`config.mk`:
```
export PLATFORM = sky130hd
export DESIGN_NAME = cvo_regs
export DESIGN_NICKNAME = d
export VERILOG_FILES = /design/src/shared/cvo_pkg.sv /design/src/core/cvo_gain_decode.sv /design/src/core/cvo_regs.sv
export SDC_FILE = /design/constraint.sdc
export NUM_CORES = 1
export LEC_CHECK = 0
export BUFFER_PORTS_ARGS = -buffer_cell sky130_fd_sc_hd__buf_2
export CELL_PAD_IN_SITES_DETAIL_PLACEMENT = 0
export CELL_PAD_IN_SITES_GLOBAL_PLACEMENT = 1
export CORE_ASPECT_RATIO = 1.2
export CORE_UTILIZATION = 36
export DETAILED_ROUTE_END_ITERATION = 10
export HOLD_SLACK_MARGIN = 0.06
export PLACE_DENSITY_LB_ADDON = 0.2
export REMOVE_ABC_BUFFERS = 1
export SYNTH_ARGS = -nofsm -noshare
export SYNTH_HDL_FRONTEND = slang
export SYNTH_SLANG_ARGS = --single-unit
export TNS_END_PERCENT = 1
```
`constraint.sdc`:
```
create_clock -name SYS_CLK -period 1.4 [get_ports SYS_CLK]
set_clock_uncertainty 0.1 [all_clocks]
set_input_delay 0.28 -clock SYS_CLK [delete_from_list [all_inputs] [get_ports SYS_CLK]]
set_output_delay 0.28 -clock SYS_CLK [all_outputs]
set_load 0.03 [all_outputs]
```
`src/shared/cvo_pkg.sv`:
```
// channel gain and output stage configuration: offsets, reset values, fields, types
// assumes one control clock domain shared with the control port that drives it
package cvo_pkg;

  // ********************************************************************
  // register offsets on the control port
  // ********************************************************************
  localparam logic [7:0] CVO_OFF_LEFT_GAIN  = 8'h04;
  localparam logic [7:0] CVO_OFF_RIGHT_GAIN = 8'h05;
  localparam logic [7:0] CVO_OFF_STAGE_CFG  = 8'h06;
  localparam logic [7:0] CVO_OFF_RESERVED   = 8'h07;

  // ********************************************************************
  // reset values and gain code landmarks
  // ********************************************************************
  localparam logic [7:0] CVO_GAIN_RESET     = 8'hcf;
  localparam logic [7:0] CVO_GAIN_UNITY     = 8'hcf;
  localparam logic [7:0] CVO_GAIN_MAX       = 8'hff;
  localparam logic [7:0] CVO_GAIN_FLOOR     = 8'h07;
  localparam logic [7:0] CVO_STAGE_RESET    = 8'h51;
  localparam logic [7:0] CVO_READ_ZERO      = 8'h00;

  // ********************************************************************
  // output stage configuration field positions
  // ********************************************************************
  localparam int CVO_BIT_PAR_BRIDGE = 7;
  localparam int CVO_BIT_RATE_HI    = 6;
  localparam int CVO_BIT_RATE_LO    = 4;
  localparam int CVO_BIT_AGAIN_HI   = 3;
  localparam int CVO_BIT_AGAIN_LO   = 2;
  localparam int CVO_BIT_MONO_SRC   = 1;
  localparam int CVO_BIT_KEEP_ONE   = 0;

  localparam logic [2:0] CVO_RATE_RESET  = 3'h5;
  localparam logic [4:0] CVO_MULT_RESET  = 5'h10;
  localparam logic [1:0] CVO_AGAIN_RESET = 2'h0;
  localparam logic [1:0] CVO_AGAIN_RSVD  = 2'h3;

  // ********************************************************************
  // types
  // ********************************************************************
  typedef enum logic [1:0] {
    CVO_AGAIN_LOW,
    CVO_AGAIN_MID,
    CVO_AGAIN_HIGH,
    CVO_AGAIN_RESERVED
  } cvo_again_t;

  // field layout of the output stage configuration register
  typedef struct packed {
    logic       parallel_bridge_enable;
    logic [2:0] rate_code;
    logic [1:0] analog_gain_sel;
    logic       mono_source_sel;
    logic       keep_one;
  } cvo_stage_t;

  // one host access on the control port
  typedef struct packed {
    logic       wr;
    logic       rd;
    logic [7:0] addr;
    logic [7:0] wdata;
  } cvo_req_t;

  // decoded gain of one channel, in half decibel steps
  typedef struct packed {
    logic              mute;
    logic signed [8:0] half_db;
  } cvo_chan_t;

  // decoded output stage settings
  typedef struct packed {
    logic       parallel_bridge_enable;
    logic       mono_source_sel;
    logic [4:0] switch_mult;
    logic [1:0] analog_gain_sel;
  } cvo_out_t;

  // ********************************************************************
  // shared arithmetic
  // ********************************************************************
  // gain in half decibels relative to the unity code
  function automatic logic signed [8:0] cvo_half_db(input logic [7:0] code);
    cvo_half_db = $signed({1'b0, code}) - $signed({1'b0, CVO_GAIN_UNITY});
  endfunction : cvo_half_db

  // switching rate as a multiple of the frame clock
  function automatic logic [4:0] cvo_rate_mult(input logic [2:0] code);
    case (code)
      3'h0:    cvo_rate_mult = 5'h06;
      3'h1:    cvo_rate_mult = 5'h08;
      3'h2:    cvo_rate_mult = 5'h0a;
      3'h3:    cvo_rate_mult = 5'h0c;
      3'h4:    cvo_rate_mult = 5'h0e;
      3'h5:    cvo_rate_mult = 5'h10;
      3'h6:    cvo_rate_mult = 5'h14;
      default: cvo_rate_mult = 5'h18;
    endcase
  endfunction : cvo_rate_mult

endpackage : cvo_pkg

```
`src/core/cvo_gain_decode.sv`:
```
// decodes one 8-bit channel gain code into a mute flag and a half decibel gain
// assumes the code comes from a register on the same clock
`timescale 1ns/1ps
`default_nettype none
module cvo_gain_decode
  import cvo_pkg::*;
(
  input  wire logic            clk,
  input  wire logic            rst_n,
  input  wire logic [7:0]      code,
  output var  cvo_pkg::cvo_chan_t chan
);

  // ********************************************************************
  // decode
  // ********************************************************************
  wire logic      below_floor = (code < CVO_GAIN_FLOOR);
  wire cvo_chan_t next_chan   = '{mute: below_floor, half_db: cvo_half_db(code)};

  // registered so the amplifier sees a glitch-free setting
  always_ff @(posedge clk) begin
    if (!rst_n) begin
      chan <= '{mute: 1'b0, half_db: 9'sh000};
    end else begin
      chan <= next_chan;
    end
  end

endmodule : cvo_gain_decode
`default_nettype wire

```
`src/core/cvo_regs.sv`:
```
// control port register bank: channel gain codes and output stage configuration
// assumes the control port master and the sample speed select share SYS_CLK
//
// Notes on behaviour
// - left gain register 0x04, reset 0xcf
// - right gain register 0x05, same decode
// - code 0xff gives plus 24 dB
// - each code step is 0.5 dB
// - code 0xcf is 0 dB, default
// - code 0x07 gives minus 100 dB
// - codes below 0x07 mute the channel
// - bit 7 picks bridged or parallel-bridged
// - bits 6:4 pick switching rate multiple
// - double speed halves the switching rate
// - bits 3:2 pick the analog gain
// - bit 1 picks mono source channel
// - sample speed select high means double speed
`timescale 1ns/1ps
`default_nettype none
module cvo_regs
  import cvo_pkg::*;
(
  input  wire logic               SYS_CLK,
  input  wire logic               RST_N,
  input  wire cvo_pkg::cvo_req_t  REG_REQ,
  input  wire logic               SAMPLE_SPEED_SEL,
  output var  logic [7:0]         REG_RDATA,
  output var  logic               REG_RVALID,
  output var  cvo_pkg::cvo_chan_t LEFT_GAIN,
  output var  cvo_pkg::cvo_chan_t RIGHT_GAIN,
  output var  cvo_pkg::cvo_out_t  STAGE_OUT
);

  // ********************************************************************
  // storage
  // ********************************************************************
  logic [7:0] left_gain_code;
  logic [7:0] right_gain_code;
  cvo_stage_t output_stage_config;

  // ********************************************************************
  // address decode
  // ********************************************************************
  wire logic hit_left  = (REG_REQ.addr == CVO_OFF_LEFT_GAIN);
  wire logic hit_right = (REG_REQ.addr == CVO_OFF_RIGHT_GAIN);
  wire logic hit_stage = (REG_REQ.addr == CVO_OFF_STAGE_CFG);
  wire logic wr_left   = REG_REQ.wr && hit_left;
  wire logic wr_right  = REG_REQ.wr && hit_right;
  wire logic wr_stage  = REG_REQ.wr && hit_stage;

  // the reserved slot and unmapped offsets read zero and drop writes
  wire logic [7:0] read_mux = hit_left  ? left_gain_code :
                              hit_right ? right_gain_code :
                              hit_stage ? output_stage_config :
                                          CVO_READ_ZERO;

  // ********************************************************************
  // register writes
  // ********************************************************************
  always_ff @(posedge SYS_CLK) begin
    if (!RST_N) begin
      left_gain_code <= CVO_GAIN_RESET;
    end else if (wr_left) begin
      left_gain_code <= REG_REQ.wdata;
    end
  end

  always_ff @(posedge SYS_CLK) begin
    if (!RST_N) begin
      right_gain_code <= CVO_GAIN_RESET;
    end else if (wr_right) begin
      right_gain_code <= REG_REQ.wdata;
    end
  end

  // the keep-one bit is stored as written; the host is trusted to keep it set
  always_ff @(posedge SYS_CLK) begin
    if (!RST_N) begin
      output_stage_config <= CVO_STAGE_RESET;
    end else if (wr_stage) begin
      output_stage_config <= REG_REQ.wdata;
    end
  end

  // ********************************************************************
  // read port: data one cycle after the read strobe
  // ********************************************************************
  always_ff @(posedge SYS_CLK) begin
    if (!RST_N) begin
      REG_RDATA  <= CVO_READ_ZERO;
      REG_RVALID <= 1'b0;
    end else begin
      REG_RDATA  <= REG_REQ.rd ? read_mux : REG_RDATA;
      REG_RVALID <= REG_REQ.rd;
    end
  end

  // ********************************************************************
  // channel gain decode
  // ********************************************************************
  // one decoder per channel so both follow the identical code table
  cvo_gain_decode u_left_decode (
    .clk   (SYS_CLK),
    .rst_n (RST_N),
    .code  (left_gain_code),
    .chan  (LEFT_GAIN)
  );

  cvo_gain_decode u_right_decode (
    .clk   (SYS_CLK),
    .rst_n (RST_N),
    .code  (right_gain_code),
    .chan  (RIGHT_GAIN)
  );

  // ********************************************************************
  // output stage decode
  // ********************************************************************
  wire logic [4:0] base_mult = cvo_rate_mult(output_stage_config.rate_code);
  // every listed multiple is even, so the halving is exact
  wire logic [4:0] eff_mult  = SAMPLE_SPEED_SEL ? (base_mult >> 1) : base_mult;

  // a reserved analog gain code is held at the lowest setting, never passed on
  wire logic [1:0] again_eff =
    (output_stage_config.analog_gain_sel == CVO_AGAIN_RSVD) ? CVO_AGAIN_RESET :
                                                              output_stage_config.analog_gain_sel;

  wire cvo_out_t next_stage = '{
    parallel_bridge_enable: output_stage_config.parallel_bridge_enable,
    mono_source_sel:        output_stage_config.mono_source_sel,
    switch_mult:            eff_mult,
    analog_gain_sel:        again_eff
  };

  always_ff @(posedge SYS_CLK) begin
    if (!RST_N) begin
      STAGE_OUT <= '{parallel_bridge_enable: 1'b0, mono_source_sel: 1'b0,
                     switch_mult: CVO_MULT_RESET, analog_gain_sel: CVO_AGAIN_RESET};
    end else begin
      STAGE_OUT <= next_stage;
    end
  end

  // ********************************************************************
  // assertions
  // ********************************************************************
  property p_left_write;
    @(posedge SYS_CLK) disable iff (!RST_N)
    wr_left |=> ##1 (LEFT_GAIN.half_db == cvo_half_db($past(REG_REQ.wdata, 2)));
  endproperty
  a_left_write: assert property (p_left_write)
    else $error("left gain write not reflected");

  property p_right_write;
    @(posedge SYS_CLK) disable iff (!RST_N)
    wr_right |=> (right_gain_code == $past(REG_REQ.wdata)) ##1
                 (RIGHT_GAIN.half_db == cvo_half_db($past(right_gain_code)));
  endproperty
  a_right_write: assert property (p_right_write)
    else $error("right gain write not reflected");

  property p_gain_max;
    @(posedge SYS_CLK) disable iff (!RST_N)
    (left_gain_code == CVO_GAIN_MAX) |=> (LEFT_GAIN.half_db == 9'sd48) && !LEFT_GAIN.mute;
  endproperty
  a_gain_max: assert property (p_gain_max)
    else $error("top code is not +24 dB");

  property p_gain_step;
    @(posedge SYS_CLK) disable iff (!RST_N)
    (left_gain_code == 8'hfe) |=> (LEFT_GAIN.half_db == 9'sd47);
  endproperty
  a_gain_step: assert property (p_gain_step)
    else $error("one step below top is not +23.5 dB");

  property p_gain_unity;
    @(posedge SYS_CLK) disable iff (!RST_N)
    (right_gain_code == CVO_GAIN_UNITY) |=> (RIGHT_GAIN.half_db == 9'sd0) && !RIGHT_GAIN.mute;
  endproperty
  a_gain_unity: assert property (p_gain_unity)
    else $error("unity code is not 0 dB");

  property p_gain_floor;
    @(posedge SYS_CLK) disable iff (!RST_N)
    (left_gain_code == CVO_GAIN_FLOOR) |=> (LEFT_GAIN.half_db == -9'sd200) && !LEFT_GAIN.mute;
  endproperty
  a_gain_floor: assert property (p_gain_floor)
    else $error("floor code is not -100 dB");

  property p_gain_mute;
    @(posedge SYS_CLK) disable iff (!RST_N)
    $changed(right_gain_code) |=> (RIGHT_GAIN.mute == ($past(right_gain_code) < CVO_GAIN_FLOOR));
  endproperty
  a_gain_mute: assert property (p_gain_mute)
    else $error("mute does not follow code below floor");

  property p_topology;
    @(posedge SYS_CLK) disable iff (!RST_N)
    wr_stage |=> ##1 (STAGE_OUT.parallel_bridge_enable == $past(REG_REQ.wdata[CVO_BIT_PAR_BRIDGE], 2))
                  && (STAGE_OUT.mono_source_sel == $past(REG_REQ.wdata[CVO_BIT_MONO_SRC], 2));
  endproperty
  a_topology: assert property (p_topology)
    else $error("topology or mono source not applied");

  property p_rate_default;
    @(posedge SYS_CLK) disable iff (!RST_N)
    (output_stage_config.rate_code == CVO_RATE_RESET) && !SAMPLE_SPEED_SEL
      |=> (STAGE_OUT.switch_mult == 5'h10);
  endproperty
  a_rate_default: assert property (p_rate_default)
    else $error("rate code 101 is not 16 frames");

  property p_rate_half;
    @(posedge SYS_CLK) disable iff (!RST_N)
    SAMPLE_SPEED_SEL |=> (STAGE_OUT.switch_mult == ($past(base_mult) >> 1));
  endproperty
  a_rate_half: assert property (p_rate_half)
    else $error("double speed did not halve the rate");

  property p_analog_gain;
    @(posedge SYS_CLK) disable iff (!RST_N)
    (output_stage_config.analog_gain_sel != CVO_AGAIN_RSVD)
      |=> (STAGE_OUT.analog_gain_sel == $past(output_stage_config.analog_gain_sel));
  endproperty
  a_analog_gain: assert property (p_analog_gain)
    else $error("analog gain selection not applied");

  property p_reserved_read;
    @(posedge SYS_CLK) disable iff (!RST_N)
    // the reserved slot and every other unmapped offset read zero
    REG_REQ.rd && !hit_left && !hit_right && !hit_stage
      |=> REG_RVALID && (REG_RDATA == CVO_READ_ZERO);
  endproperty
  a_reserved_read: assert property (p_reserved_read)
    else $error("reserved slot did not read zero");

  property p_uniform_step;
    @(posedge SYS_CLK) disable iff (!RST_N)
    (left_gain_code >= CVO_GAIN_FLOOR)
      |=> (LEFT_GAIN.half_db == $signed({1'b0, $past(left_gain_code)}) - 9'sd207);
  endproperty
  a_uniform_step: assert property (p_uniform_step)
    else $error("gain is not linear in code");

endmodule : cvo_regs
`default_nettype wire

```
==> flow_metrics.tcl <==
set metrics [dict create \
    rsz0062_at_grt "no" \
    yosys.area.top_type "dfxtp_1" \
    viasPerCell 4.90 \
    io_buffer_count 58 \
    ir_worst_vdd_uv 486 \
    synth_warnings 0 \
    ant_nets 0 \
    cp-start-kind "register" \
    async_reset_ff_share_pct 0 \
    insertion_delay_ns 0.34 \
    ys_ff_latch 62 \
    cts_sinks 62 \
    final_cell_count_no_fill 465 \
    start_util_pct 37.3 \
    min_from "REG_REQ[1]" \
    syn_area_per_cell_sq_um 9.20 \
    drc 0 \
    cts_tree "done" \
    outcome "complete, no violations" \
    reg2reg_from "right_gain_code[0]$_SDFFE_PN1P_" \
    clock_tree.root_cell "clkbuf_8" \
    firstDrtPassIters 4 \
    track_usage_pct 19.0 \
    end_kind "register" \
    grt_max_degree 31 \
    yosysTopAreaCellShare_pct 46.1 \
    synthFlopType "dfxtp_1" \
    total_power_mw 3.40 \
    cts_buffers 9 \
    max_stage_delay_ns 0.37 \
    worst_pin_slew_ns 0.382 \
    cts_setup_buffers 0 \
    core-area_sq_um 7230 \
    synth-edff-count 0 \
    syn_area_sq_um 2700 \
    synth_cells 293 \
    ios 59 \
    die_area_sq_um 7840 \
    die_h_microns 96.8 \
    p_per_area_nw_per_um2 989 \
    crit_slowest_cell "dfxtp_1" \
    hp-class "primary input to register" \
    die_x_microns 81.0 \
    placed_area_sq_um 3260 \
    antenna_cells 0 \
    stdcell_area_sq_um 3430 \
    crit_family "compound AO/OA/AOI/OAI gates" \
    leakage_nw 1.67 \
    ys_types 46 \
    cts-resized-gates 0 \
    dp.cells 450 \
    fin_crit_ns 1.31 \
    whs_ns 0.0955 \
    synth.yosys.seq_area_share_pct 46.1 \
    cap_violations 0 \
    fin_nets 394 \
    crit_start "right_gain_code[0]$_SDFFE_PN1P_" \
    cp_num_buf_inv 2 \
    grt_pass1_vias 2230 \
    drv_slew 0 \
    finalCritPeriodShare_pct 93.7 \
    drive_above_1_share_pct 29.6 \
    path_clk_slew_ns 0.06 \
    rows 34 \
    crit_chain "buf_4 -> inv_1 -> a22o_1 -> o41ai_1" \
    drt_iter0_drc 92 \
    hold_buffers 0 \
    gr-total-overflow 0 \
    fmax_mhz 763 \
    wl_per_cell_microns 14.6 \
    cp_max_fo 5 \
    crit_type "register to register" \
    grt_first_pass_wirelength_microns 11000 \
    antenna_found_initial 0 \
    area_growth_syn_to_layout_pct 27.4 \
    num_vias 2278 \
    gp_congestion 0.872 \
    finalHoldViolCount 0 \
    cp.arrival_ns 1.45 \
    slew-limit-headroom_pct 74.4 \
    dp_hpwl_microns 5120 \
    cts.path.max_buffers 2 \
    setup_viol 0 \
    wl_microns 6770 \
    utilization_pct 47.5 \
    htreeDepth 3 \
    ys_top_cells_by_area "dfxtp_1 46%, mux2i_1 8.9%, nor2_1 6.4%, nand2_1 3.1%, xnor2_1 2.9%" \
    worstPathRequired_ns 1.53 \
]
[flip-flops by register name (all words and copies together), names as in the netlist]
name	cells
REG_RDATA	8
REG_RVALID	1
STAGE_OUT	9
left_gain_code	8
next_stage	2
output_stage_config	6
right_gain_code	8
u_left_decode.chan	10
u_right_decode.chan	10
[final timing paths]
kind | end | slack, ns | depth (start not counted)
worst min register to register | STAGE_OUT[7]$_SDFF_PN0_ | 0.36 | 2
worst max register to register | REG_RDATA[0]$_SDFFE_PN0P_ | 0.09 | 4
worst min-delay path | next_stage[7]$_SDFFE_PN0P_ | 0.1 | 3
worst max-delay path | REG_RDATA[0]$_SDFFE_PN0P_ | 0.09 | 4
[worst register-to-register path, delay by kind of cell (launching register included)]
family,cells,cell delay (ns)
DFF,1,0.37
buffers and inverters,2,0.20
AOI/OAI and AO/OA,2,0.54
[cell families after synthesis]
kind of cell	count (synthesis)	synth area share, %
compound gates	36	10.9
xor+xnor	11	3.58
fa+ha+maj	3	1.30
buf+inv	36	5.57
flops	62	46.1
mux	24	8.91
simple gates	121	23.7
[per-layer routing]
layer / share of wire (%) / GRT usage, % / up-vias
met1: 44 / 23.7 / 1045
li1: - / - / 1165
met3: 4.5 / 4.25 / 11
met5: 0 / 0 / -
met2: 49 / 30.2 / 57
met4: 2.3 / 9.62 / 0
[layout make-up]
class                           count  area, sq um
Timing Repair Buffer               89          548
Clock buffer                       14          163
Multi-Input combinational cell    195         1310
Fill cell                         758         3800
Sequential cell                    62         1240
Tap cell                           90          113
Clock inverter                      1         5.00
Inverter                           14         52.6
[cell usage in the layout, fill, tap and decap left out, types with 3 or more instances in the layout]
master    instances
nor2b_1           3
nand2_1          22
clkbuf_8         11
buf_4            29
clkbuf_1          3
nor2_1           46
mux2i_1          24
buf_2            58
a22o_1            8
o21ai_0           3
nand3_1           6
a21oi_1           3
nand2b_1         11
inv_1            14
xnor2_1           9
nand3b_1         10
nand4_1           4
o41ai_1           7
dfxtp_1          61
and4_1            4
[synthesized netlist by cell type, types with 6 or more instances]
master    instances
nand2b_1         11
nor2_1           46
nand3_1           6
xnor2_1           9
mux2i_1          24
nand2_1          22
buf_2             6
inv_1            14
dfxtp_1          62
a22o_1            8
o41ai_1           7
nand3b_1         10
clkbuf_1         12
[per-stage QoR]
step,setup slack [ns],TNS (ns)
2_1_floorplan,-0.124,-0.859
3_3_place_gp,-0.185,-3.40
3_5_place_dp,-0.218,-3.73
4_1_cts,0.0258,0
5_1_grt,0.00959,0
6_report,0.0887,0
[power breakdown]
part	leakage (nW)	internal (mW)	switching, mW
sequential	0.500	1.77	0.00282
combinational	1.09	0.0965	0.140
clock	0.0865	0.729	0.657
total	1.67	2.60	0.800
Power figures use the tool's default switching activity.
